File: config.mk
export PLATFORM = sky130hd
export DESIGN_NAME = auth_order_word_framer
export DESIGN_NICKNAME = d
export VERILOG_FILES = /design/src/verilog/framer_pkg.sv /design/src/verilog/word_stream_if.sv /design/src/verilog/word_fifo.sv /design/src/verilog/auth_order_word_framer.sv
export VERILOG_INCLUDE_DIRS = /design/src /design/src/verilog
export SDC_FILE = /design/constraint.sdc
export NUM_CORES = 2
export LEC_CHECK = 0
export ABC_AREA = 1
export BUFFER_PORTS_ARGS = -buffer_cell sky130_fd_sc_hd__buf_2
export CAP_MARGIN = 20
export CELL_PAD_IN_SITES_DETAIL_PLACEMENT = 1
export CELL_PAD_IN_SITES_GLOBAL_PLACEMENT = 2
export CORE_ASPECT_RATIO = 1.4
export CORE_MARGIN = 4
export CORE_UTILIZATION = 32
export CTS_BUF_LIST = sky130_fd_sc_hd__clkbuf_4 sky130_fd_sc_hd__clkbuf_8
export DETAILED_ROUTE_END_ITERATION = 8
export PLACE_DENSITY = 0.78
export SYNTH_ARGS = -nofsm -noshare
export SYNTH_HDL_FRONTEND = slang
export SYNTH_HIERARCHICAL = 1
export SYNTH_SLANG_ARGS = --single-unit
File: constraint.sdc
create_clock -name clk_i -period 4.4 [get_ports clk_i]
set_clock_uncertainty 0.15 [all_clocks]
set_input_delay 0.22 -clock clk_i [delete_from_list [all_inputs] [get_ports clk_i]]
set_output_delay 0.22 -clock clk_i [all_outputs]
set_load 0.05 [all_outputs]
File: src/verilog/framer_params.svh
// Purpose: constants of the authentication order word framer
// Assumes: one word per register slot, 32-bit classic bus
// Notes:   offsets are byte addresses
`ifndef FRAMER_PARAMS_SVH
`define FRAMER_PARAMS_SVH

// ------------------------------------------------------------
// register offsets
// ------------------------------------------------------------
`define OFS_CMD        8'h00
`define OFS_FIELDS     8'h04
`define OFS_CHAL       8'h08
`define OFS_UPD_HI     8'h0C
`define OFS_UPD_MID    8'h10
`define OFS_UPD_LO     8'h14
`define OFS_PARITY     8'h18
`define OFS_STATUS     8'h1C

// ------------------------------------------------------------
// field widths
// ------------------------------------------------------------
`define W_TYPE         2
`define W_COLOR        2
`define W_ACT          4
`define W_OHD          3
`define W_CHAL         32
`define W_CHAL_LOW     16
`define W_UPD_PART     24
`define W_UPD_LOW      8
`define W_RSVD_A       12
`define W_RSVD_B       4
`define W_FIELDS       8
`define W_CMD          4
`define W_INFO         28
`define W_PAR          12
`define W_WORD         40
`define W_KIND         2
`define FIFO_DEPTH     16
`define W_LEVEL        5

// ------------------------------------------------------------
// codes and field positions
// ------------------------------------------------------------
`define OHD_GLOBAL     3'h4
`define OHD_SYS_FIRST  3'h6
`define OHD_SYS_SECOND 3'h7
`define PARITY_POLY    12'hB4F
`define CMD_GO_BIT     0
`define CMD_KIND_LSB   1
`define CMD_END_BIT    3
`define ST_BUSY_BIT    0
`define ST_ERR_BIT     1
`define ST_LEVEL_LSB   4
`define FLD_COLOR_LSB  2
`define FLD_ACT_LSB    4

`endif

File: src/verilog/framer_pkg.sv
// Purpose: types of the authentication order word framer
// Assumes: framer_params.svh on the include path
// Notes:   state of the top is one packed struct
package framer_pkg;
  `include "framer_params.svh"

  typedef enum logic [1:0]
  {
    KIND_CHAL_B  = 2'h0,
    KIND_UPD_ONE = 2'h1,
    KIND_UPD_TWO = 2'h2,
    KIND_UPD_THR = 2'h3
  } word_kind_t;

  typedef enum logic [1:0]
  {
    ST_IDLE = 2'h1,
    ST_PUSH = 2'h2
  } framer_fsm_t;

  typedef struct packed {
    framer_fsm_t              st;
    logic                     ack;
    logic [31:0]              rdat;
    logic [`W_TYPE-1:0]       type_code;
    logic [`W_COLOR-1:0]      color;
    logic [`W_ACT-1:0]        act;
    logic [`W_CHAL-1:0]       chal;
    logic [`W_UPD_PART-1:0]   upd_hi;
    logic [`W_UPD_PART-1:0]   upd_mid;
    logic [`W_UPD_LOW-1:0]    upd_lo;
    word_kind_t               kind;
    logic                     end_flag;
    logic                     len_err;
    logic [`W_WORD-1:0]       word;
  } framer_state_t;
endpackage : framer_pkg

File: src/verilog/word_stream_if.sv
// Purpose: valid/ready word carrier between framer and fifo
// Assumes: one clock
// Notes:   transfer when valid and ready are both high
`timescale 1ns/100ps
interface word_stream_if #(parameter int W = 40);
  logic         valid;
  logic         ready;
  logic [W-1:0] data;
  modport src (output valid, output data, input ready);
  modport snk (input valid, input data, output ready);
endinterface : word_stream_if

File: src/verilog/word_fifo.sv
// Purpose: word buffer with valid/ready on both sides
// Assumes: DEPTH a power of two
// Notes:   output data read from a flop slot by index
`timescale 1ns/100ps
module word_fifo
#(
  parameter int WIDTH = 40,
  parameter int DEPTH = 16
)
(
  input  wire logic                     clk_i,
  input  wire logic                     rst_i,
  word_stream_if.snk                    in_s,
  output logic                          out_valid_o,
  input  wire logic                     out_ready_i,
  output logic [WIDTH-1:0]              out_data_o,
  output logic [$clog2(DEPTH+1)-1:0]    level_o
);
  localparam int AW = $clog2(DEPTH);
  localparam int LW = $clog2(DEPTH+1);

  typedef struct packed {
    logic [DEPTH-1:0][WIDTH-1:0] mem;
    logic [AW-1:0]               wp;
    logic [AW-1:0]               rp;
    logic [LW-1:0]               cnt;
  } fifo_state_t;

  fifo_state_t q_r;
  fifo_state_t q_nxt;
  logic        push;
  logic        pop;

  assign in_s.ready  = (q_r.cnt != LW'(DEPTH));
  assign out_valid_o = (q_r.cnt != '0);
  assign out_data_o  = q_r.mem[q_r.rp];
  assign level_o     = q_r.cnt;
  assign push        = in_s.valid && in_s.ready;
  assign pop         = out_valid_o && out_ready_i;

  always_comb
  begin
    q_nxt = q_r;
    if (push)
    begin
      q_nxt.mem[q_r.wp] = in_s.data;
      q_nxt.wp          = q_r.wp + AW'(1);
    end
    if (pop)
    begin
      q_nxt.rp = q_r.rp + AW'(1);
    end
    if (push && !pop)
    begin
      q_nxt.cnt = q_r.cnt + LW'(1);
    end
    else if (pop && !push)
    begin
      q_nxt.cnt = q_r.cnt - LW'(1);
    end
  end

  always_ff @(posedge clk_i)
  begin
    if (rst_i)
    begin
      q_r <= '0;
    end
    else
    begin
      q_r <= q_nxt;
    end
  end
endmodule : word_fifo

File: src/verilog/auth_order_word_framer.sv
// Purpose: builds 40-bit authentication control words for a mobile
// Assumes: classic single-cycle bus master, one clock
// Notes:   words leave through a 16-word buffer
//
// What this block does
// every word opens with two-bit type code
// challenge word carries two-bit digital colour code
// challenge word carries four-bit global action code
// challenge word carries low sixteen random bits
// end flag high only on final word
// overhead codes 100, 110, 111 by meaning; every challenge word here carries 100 (OHD_GLOBAL)
// overhead type field exactly three bits
// parity computed here, supplied parity ignored
// update words carry two-bit tone colour code
// first update word: top 24 random bits
// second update word: next 24 random bits
// third update word: low eight random bits
// 28 info bits then 12 parity bits
// fields of wrong length are rejected
`timescale 1ns/100ps
`include "framer_params.svh"
module auth_order_word_framer
  import framer_pkg::*;
(
  input  wire logic                 clk_i,
  input  wire logic                 rst_i,
  input  wire logic                 cyc_i,
  input  wire logic                 stb_i,
  input  wire logic                 we_i,
  input  wire logic [7:0]           adr_i,
  input  wire logic [3:0]           sel_i,
  input  wire logic [31:0]          dat_i,
  output logic [31:0]               dat_o,
  output logic                      ack_o,
  output logic                      word_valid_o,
  input  wire logic                 word_ready_i,
  output logic [`W_WORD-1:0]        word_data_o
);

  // ------------------------------------------------------------
  // helpers
  // ------------------------------------------------------------
  function automatic logic [31:0] merge_bytes
  (
    input logic [31:0] old_v,
    input logic [31:0] new_v,
    input logic [3:0]  sel
  );
    logic [31:0] r;
    r = old_v;
    for (int b = 0; b < 4; b++)
    begin
      if (sel[b])
      begin
        r[b*8 +: 8] = new_v[b*8 +: 8];
      end
    end
    return r;
  endfunction : merge_bytes

  // remainder of info * x^12 by the generator
  function automatic logic [`W_PAR-1:0] calc_parity
  (
    input logic [`W_INFO-1:0] info
  );
    logic [`W_PAR-1:0] p;
    logic              fb;
    p = '0;
    for (int i = `W_INFO-1; i >= 0; i--)
    begin
      fb = info[i] ^ p[`W_PAR-1];
      p  = {p[`W_PAR-2:0], 1'b0};
      if (fb)
      begin
        p = p ^ `PARITY_POLY;
      end
    end
    return p;
  endfunction : calc_parity

  function automatic logic [`W_WORD-1:0] build_word
  (
    input framer_state_t s
  );
    logic [`W_INFO-1:0] info;
    case (s.kind)
      // challenge fields
      // end flag, fixed overhead code
      KIND_CHAL_B:
        info = {s.type_code, s.color, s.act,
                s.chal[`W_CHAL_LOW-1:0], s.end_flag, `OHD_GLOBAL};
      // top part of update random
      KIND_UPD_ONE:
        info = {s.type_code, s.color, s.upd_hi};
      // following part of update random
      KIND_UPD_TWO:
        info = {s.type_code, s.color, s.upd_mid};
      // low part between reserved zeros
      KIND_UPD_THR:
        info = {s.type_code, s.color, `W_RSVD_A'(0), s.upd_lo,
                `W_RSVD_B'(0)};
      default:
        info = '0;
    endcase
    // type first, parity appended
    return {info, calc_parity(info)};
  endfunction : build_word

  // ------------------------------------------------------------
  // state
  // ------------------------------------------------------------
  framer_state_t q_r;
  framer_state_t q_nxt;
  logic [31:0]   cur_v;
  logic [31:0]   wv;
  logic          access;
  logic          cmd_wr;
  logic          stall;
  logic [`W_LEVEL-1:0] level;

  word_stream_if #(.W(`W_WORD)) push_s ();

  assign access = cyc_i && stb_i && !q_r.ack;
  assign cmd_wr = access && we_i && (adr_i == `OFS_CMD);
  // a command waits while the previous word is not yet buffered
  assign stall  = cmd_wr && (q_r.st != ST_IDLE);
  assign wv     = merge_bytes(cur_v, dat_i, sel_i);

  assign push_s.valid = (q_r.st == ST_PUSH);
  assign push_s.data  = q_r.word;
  assign ack_o        = q_r.ack;
  assign dat_o        = q_r.rdat;

  // ------------------------------------------------------------
  // read view
  // ------------------------------------------------------------
  always_comb
  begin
    cur_v = '0;
    case (adr_i)
      `OFS_CMD:
      begin
        cur_v[`CMD_KIND_LSB +: `W_KIND] = q_r.kind;
        cur_v[`CMD_END_BIT]             = q_r.end_flag;
      end
      `OFS_FIELDS:
      begin
        cur_v[`W_TYPE-1:0]                = q_r.type_code;
        cur_v[`FLD_COLOR_LSB +: `W_COLOR] = q_r.color;
        cur_v[`FLD_ACT_LSB +: `W_ACT]     = q_r.act;
      end
      `OFS_CHAL:    cur_v = q_r.chal;
      `OFS_UPD_HI:  cur_v[`W_UPD_PART-1:0] = q_r.upd_hi;
      `OFS_UPD_MID: cur_v[`W_UPD_PART-1:0] = q_r.upd_mid;
      `OFS_UPD_LO:  cur_v[`W_UPD_LOW-1:0]  = q_r.upd_lo;
      `OFS_STATUS:
      begin
        cur_v[`ST_BUSY_BIT]                = (q_r.st != ST_IDLE);
        cur_v[`ST_ERR_BIT]                 = q_r.len_err;
        cur_v[`ST_LEVEL_LSB +: `W_LEVEL]   = level;
      end
      default:      cur_v = '0;
    endcase
  end

  // ------------------------------------------------------------
  // next state
  // ------------------------------------------------------------
  always_comb
  begin
    q_nxt     = q_r;
    q_nxt.ack = access && !stall;
    if (access && !stall)
    begin
      q_nxt.rdat = we_i ? 32'h0000_0000 : cur_v;
    end

    case (q_r.st)
      ST_PUSH:
      begin
        if (push_s.ready)
        begin
          q_nxt.st = ST_IDLE;
        end
      end
      ST_IDLE: q_nxt.st = ST_IDLE;
      default: q_nxt.st = ST_IDLE;
    endcase

    if (access && !stall && we_i)
    begin
      case (adr_i)
        `OFS_CMD:
        begin
          // bits beyond the field refuse the write
          if (wv[31:`W_CMD] != '0)
          begin
            q_nxt.len_err = 1'b1;
          end
          else
          begin
            q_nxt.kind     = word_kind_t'(wv[`CMD_KIND_LSB +: `W_KIND]);
            q_nxt.end_flag = wv[`CMD_END_BIT];
            if (wv[`CMD_GO_BIT])
            begin
              q_nxt.word = build_word(q_nxt);
              q_nxt.st   = ST_PUSH;
            end
          end
        end
        `OFS_FIELDS:
        begin
          // length check on type, colour, action
          if (wv[31:`W_FIELDS] != '0)
          begin
            q_nxt.len_err = 1'b1;
          end
          else
          begin
            q_nxt.type_code = wv[`W_TYPE-1:0];
            q_nxt.color     = wv[`FLD_COLOR_LSB +: `W_COLOR];
            q_nxt.act       = wv[`FLD_ACT_LSB +: `W_ACT];
          end
        end
        `OFS_CHAL: q_nxt.chal = wv;
        `OFS_UPD_HI:
        begin
          // length check on random parts
          if (wv[31:`W_UPD_PART] != '0)
          begin
            q_nxt.len_err = 1'b1;
          end
          else
          begin
            q_nxt.upd_hi = wv[`W_UPD_PART-1:0];
          end
        end
        `OFS_UPD_MID:
        begin
          if (wv[31:`W_UPD_PART] != '0)
          begin
            q_nxt.len_err = 1'b1;
          end
          else
          begin
            q_nxt.upd_mid = wv[`W_UPD_PART-1:0];
          end
        end
        `OFS_UPD_LO:
        begin
          if (wv[31:`W_UPD_LOW] != '0)
          begin
            q_nxt.len_err = 1'b1;
          end
          else
          begin
            q_nxt.upd_lo = wv[`W_UPD_LOW-1:0];
          end
        end
        // supplied parity accepted and dropped
        `OFS_PARITY: q_nxt.len_err = q_r.len_err;
        `OFS_STATUS:
        begin
          // write one to clear the length error
          if (wv[`ST_ERR_BIT])
          begin
            q_nxt.len_err = 1'b0;
          end
        end
        default: q_nxt.len_err = q_r.len_err;
      endcase
    end
  end

  always_ff @(posedge clk_i)
  begin
    if (rst_i)
    begin
      q_r      <= '0;
      q_r.st   <= ST_IDLE;
      q_r.kind <= KIND_CHAL_B;
    end
    else
    begin
      q_r <= q_nxt;
    end
  end

  // ------------------------------------------------------------
  // output buffer
  // ------------------------------------------------------------
  word_fifo
  #(
    .WIDTH (`W_WORD),
    .DEPTH (`FIFO_DEPTH)
  )
  u_fifo
  (
    .clk_i       (clk_i),
    .rst_i       (rst_i),
    .in_s        (push_s.snk),
    .out_valid_o (word_valid_o),
    .out_ready_i (word_ready_i),
    .out_data_o  (word_data_o),
    .level_o     (level)
  );
endmodule : auth_order_word_framer

After elaboration in Yosys (flattened, before gate mapping):

Index checks and enable logic that the tools add are counted.

* register bits: 828
* output and inout port bits: 74

* $add $sub $neg: 4
* order comparisons: 3
* equality and inequality tests: 16
* muxes and demuxes: 171
* bitwise operators: 57
* reduce and logical (&&, ||, !) cells: 34

Operators by type and width (count)
* 12-bit two-way mux: 136
* 640-bit bitwise mux: 1
* 8-bit inverter: 27
* 40-bit binary-select mux with 4-bit select: 1
* 40-bit demux with 4-bit select: 1
* 28-bit two-way mux: 4
* 28-bit one-hot mux with 4 select lines: 1
* 40-bit two-way mux: 2
* 15-bit one-hot mux with 3 select lines: 1
* 8-bit two-way mux: 5
* 32-bit two-way mux: 1
* 28-bit nonzero test: 1
* 1-bit bitwise XOR: 27
* 8-bit by 5-bit == test with 1-bit output (second input constant): 3
* 4-bit one-hot mux with 6 select lines: 1
* 24-bit nonzero test: 1
* 8-bit by 4-bit == test with 1-bit output (second input constant): 2
* 3-bit AND reduction: 5
* 1-bit logical AND: 12
* 2-bit two-way mux: 6
* 2-bit one-hot mux with 6 select lines: 1
* 4-bit by 5-bit less-than comparator with 1-bit output (second input constant): 2
* 5-bit two-way mux: 2
* 4-bit by 1-bit adder with 4-bit output (second input constant): 2
* 25 further kinds: 40

Logic depth before layout (Yosys ltp):

* depth in word-level cells: 172
* mapped depth: 51

Hierarchy:

Netlist, hierarchy kept.

By module, submodules not included
* word_fifo: instances 1, cells each 5653, area an instance 33229.4 sq um
* auth_order_word_framer: instances 1, cells each 1527, area an instance 10423.7 sq um

Least setup slack after synthesis:

No wires, ideal clock.

* path kind: input-to-reg
* start: input port adr_i[5]
* end: register q_r (netlist bit push_s.data[6])
* data arrival time: 4.008 ns
* required time: 4.141 ns
* slack: 0.134 ns
* stages: 37
* path through: nor2_1 nand2_2 inv_2 nand3_1 nand2_1 nor2_1 nand2_1 nand2_2 nand2_4 buf_6 nand2_4 buf_2 o221ai_2 xor2_1 xor2_1 xor2_1 xnor2_1 xor2_1 clkinv_1 nand3_1 nand2_1 inv_1 nand3_1 nand3_2 nand2_2 nand2_1 nand2_1 nand2_1 nand2_2 nand2_2 nand2_2 nand2_1 nand2_1 nand2_1 nand3_1 nand2_1 inv_1

* longest elaborated chain between the ends: 149
* elaborated cells between the ends (all ways): 198
* classes of those cells: eq/ne (9); mux (132); bitwise (48); reduce/logical (9)

RTL lines
* start, declared: line auth_order_word_framer.sv:30 `input wire logic [7:0] adr_i,`
* 8-bit by 5-bit == test with 1-bit output (tied with other cells): line auth_order_word_framer.sv:140 `case (adr_i)`
* 1-bit one-hot mux with 7 select lines or 2-bit one-hot mux with 6 select lines (tied branches): line auth_order_word_framer.sv:140
* 8-bit two-way mux: line auth_order_word_framer.sv:53 `if (sel[b])`
* 2-bit == test (tied with other cells): line auth_order_word_framer.sv:86 `case (s.kind)`
* 28-bit one-hot mux with 4 select lines: line auth_order_word_framer.sv:86
* 28-bit two-way mux: line auth_order_word_framer.sv:204 `` if (wv[`CMD_GO_BIT]) ``
* 28-bit two-way mux: line auth_order_word_framer.sv:196 `` if (wv[31:`W_CMD] != '0) ``
* 28-bit two-way mux: line auth_order_word_framer.sv:192 `case (adr_i)`
* [... 133 more ...]
* 1-bit bitwise XOR: line auth_order_word_framer.sv:71 `` fb = info[i] ^ p[`W_PAR-1]; ``
* 12-bit two-way mux: line auth_order_word_framer.sv:73 `if (fb)`
* 12-bit two-way mux: line auth_order_word_framer.sv:204
* 12-bit two-way mux: line auth_order_word_framer.sv:196
* 12-bit two-way mux: line auth_order_word_framer.sv:192
* 12-bit two-way mux: line auth_order_word_framer.sv:190 `if (access && !stall && we_i)`
* 1-bit bitwise XOR: line auth_order_word_framer.sv:71
* 12-bit two-way mux: line auth_order_word_framer.sv:73
* end signal, assigned: line auth_order_word_framer.sv:285 `q_r <= q_nxt;`
* end, declared: line auth_order_word_framer.sv:112 `framer_state_t q_r;`

Several ways; a longest one is shown, not always the timed one. The select of a mux whose other input is x is not followed.
A chain may end at the register's enable or synchronous reset.

==> flow_summary_export.csv <==
group,metric,value,unit
outcome,status,"finished, violations left",
outcome,violations,"negative setup slack",
global_routing,track_usage,23.2,%
flow_run,maxCapViolations,0,
power,powerDensity,368,nW/um^2
power,power_frac_seq,39.9,%
detailed_routing,wl_met1,71.1,mm
setup_path,path_class,"reg2reg",
place,place_inst,8851,
sta,hold_ws,0.155,ns
die,core.rowCount,160,
setup_path,cp.arrival,5.24,ns
detailed_routing,antenna_left,0,
detailed_routing,drc,0,
sta,finalSetupViolCount,12,
layout,fin_nets,7406,
setup_path,r2r_end,"push_s.data[11]",
logic_synthesis,synth_edf_count,0,
place,gp_congestion,0.895,
die,pin_count,124,
die,fp.dieArea,142000,um^2
layout,area_delta_synth_final,18.6,%
setup_path,cp_common_cell,"nand2_4",
clock_tree,cts_tree,"done",
power,vdd_drop_max,0.320,mV
detailed_routing,wl_met2,84.9,mm
power,p_switching,0.00634,W
sta,hold_viol_final,0,
sta,tightest_slew,1.08,ns
detailed_routing,drt-total-wl,169,mm
logic_synthesis,yosys_warnings,6,
layout,final_cells,9223,
detailed_routing,firstDrtPassIters,5,
setup_path,reg2reg_depth,43,
logic_synthesis,syn_avg_cell_area,6.08,um^2
sta,finalWorstSetupSlack,-0.250,ns
die,start_util,32.2,%
global_routing,antenna_found_initial,6,
logic_synthesis,ys_seq_elements,828,
clock_tree,cts_sinks,828,
power,combPwrFrac,20.9,%
clock_tree,cts_root_buf,"clkbuf_8",
setup_path,slowest_stage,"dfxtp_1",
logic_synthesis,synthCells,7180,
power,pwr-share-clk,39.2,%
die,core_area,136000,um^2
global_routing,grt_max_degree,125,
layout,layout_commonest_cell,"nand2_1",
setup_path,reg2reg_slack,-0.25,ns
logic_synthesis,synth_fp_nets,7241,
setup_path,end_kind,"register",
detailed_routing,met3_length,5.34,mm
power,switching_share,33.3,%
clock_tree,cts_buffers,148,
detailed_routing,dr.first_iter.drc_count,2084,
setup_path,crit_end,"push_s.data[11]",
sta,slew_violations,0,
clock_tree,cts.path.max_buffers,3,
setup_path,worstSetupStartpointType,"register",
logic_synthesis,async_flop_share,0,%
die,die_h,445,um
layout,final_cell_mix,"nand2_1 (2223), nor2_1 (1390), inv_1 (847)",
power,leakage,28.7,nW
clock_tree,clkTransAtPathRegs,0.06,ns
global_routing,grt_pass1_vias,45300,
sta,slew_headroom,27.8,%
clock_tree,ctsHtreeMaxLevel,4,
setup_path,regToRegStartpoint,"q_r[54]",
clock_tree,worstSkewPairLatency,0.87,ns
setup_path,crit_path_start,"q_r[54]",
die,die_w,320,um
sta,fmax,215,MHz
sta,period_share,106,%
logic_synthesis,ys_types,49,
detailed_routing,vias,44600,
setup_path,crit_path_max_incr_delay,0.32,ns
layout,fin_util,38.1,%
layout,n_fill_cell,17700,
global_routing,grt-ovfl-total,0,
place,portBuffers,123,
logic_synthesis,ys_seq_area_share,38.0,%
sta,min_period,4.65,ns
detailed_routing,top_layer,"met4",
logic_synthesis,synthesis.area,43700,um^2
power,internal_power,0.0127,W
place,hpwl,104,mm
logic_synthesis,synth_flop_cell,"dfxtp_1",
setup_path,cp_data_required_time,4.98,ns
sta,rsz0062_at_grt,"true",
layout,drive_above_1_share,13.1,%
detailed_routing,route.detailed.wl_per_inst,18.3,um
detailed_routing,viasPerCell,4.83,
hold_path,hp-class,"in2reg",
global_routing,grt_pass1_wl,260,mm
setup_path,path_max_fanout,6,
place,preCtsSetupSlack,-0.876,ns
-- per-layer routing --
metal	global-route usage, %	vias up
li1	-	21900
met1	27.0	21700
met2	42.4	678
met3	3.34	304
met4	9.64	0
met5	0	-
-- repair_timing --
action,in CTS,in global routing
hold endpoints to repair,271,0
setup endpoints to repair,12,12
gates resized for setup,67,148
pin swaps,30,66
setup buffers,14,19
hold buffers,91,0
gates cloned,2,1
-- power by group through the flow --
stage | logic [W] | registers, W | clock network [W]
global placement | 0.00390 | 0.00777 | 0
floorplan | 0.00269 | 0.00770 | 0
detailed placement | 0.00391 | 0.00776 | 0
finish | 0.00398 | 0.00760 | 0.00746
CTS | 0.00400 | 0.00760 | 0.00775
global route | 0.00438 | 0.00760 | 0.00804
-- synthesized netlist by cell type, drive strengths merged (2+ instances only) --
library cell,count,area [um^2]
a211oi,9,67.6
nand3b,3,22.5
nand3,716,3940
o21bai,3,22.5
nor3,4,20.0
a21oi,149,746
xnor2,17,171
o21ai,161,806
nor2,1405,5320
buf,284,1530
or2,7,43.8
xor2,39,364
dfxtp,828,16600
clkinv,5,18.8
o31ai,8,60.1
a21o,2,15.0
clkbuf,236,886
inv,875,3280
o22ai,4,25.0
o2111ai,7,61.3
o221ai,23,214
nand2,2346,9030
ha,10,125
nand4,15,93.8
o21a,6,45.0
o211ai,4,30.0
a221oi,5,50.0
nor4,5,31.3
-- logic make-up (layout without fill, tap and decap cells) --
logic type                 Yosys count  after routing  synth area share [%]
and+or+nand+nor                   4501           4504                  42.4
buffers and inverters             1400           1655                  13.1
DFF                                828            828                  38.0
AOI/OAI and AO/OA                  383            383                  4.95
xor gates and xnor gates            57             57                  1.28
adders and majority gates           11             11                 0.332
other                                0              3                     0
-- worst min path at each step --
stage / depth (start not counted) / from / to / slack, ns
5_1_grt: 9 / adr_i[7] / dat_o[3] / 0.14
3_5_place_dp: 2 / dat_o[5] / dat_o[5] / 0.31
4_1_cts: 9 / adr_i[6] / dat_o[3] / 0.01
3_3_place_gp: 2 / q_r[41] / q_r[41] / 0.29
6_report: 9 / adr_i[6] / dat_o[3] / 0.16
2_1_floorplan: 1 / rst_i / u_fifo/q_r[11] / 0.14
-- sequential cells by signal, summed over array words and instances (netlist names) --
signal / cells
dat_o: 32
push_s.data: 40
q_r: 102
u_fifo/level_o: 5
ack_o: 1
u_fifo/q_r: 648
-- worst max-delay path: cells and delay by family (launching register included) --
family / cells / cell delay, ns
DFF: 1 / 0.32
and+or+nand+nor: 34 / 3.11
AOI/OAI and AO/OA: 2 / 0.21
buffers and inverters: 6 / 0.46
xor gates and xnor gates: 1 / 0.26
-- stage by stage --
| step | instance area (um^2) | power, W | TNS, ns |
|---|---|---|---|
| after floorplan | 43700 | 0.0104 | 0 |
| after global placement | 46700 | 0.0117 | -7.93 |
| after detailed placement | 46700 | 0.0117 | -9.54 |
| after CTS | 51000 | 0.0193 | -2.00 |
| after global routing | 51800 | 0.0200 | -6.03 |
| final | 51800 | 0.0190 | -2.16 |
-- layout make-up --
| type | count | area (um^2) | area share (%) |
|---|---|---|---|
| clock buffers | 233 | 2880 | 5.57 |
| diodes | 3 | 7.51 | 0.0145 |
| well taps | 1782 | 2230 | 4.31 |
| multi-input cells | 4955 | 22300 | 43.1 |
| inverters | 880 | 3340 | 6.44 |
| flip-flops and latches | 828 | 16600 | 32.1 |
| clock inverters | 10 | 60.1 | 0.116 |
| repair buffers | 532 | 4330 | 8.37 |
Power figures use the tool's default switching activity.
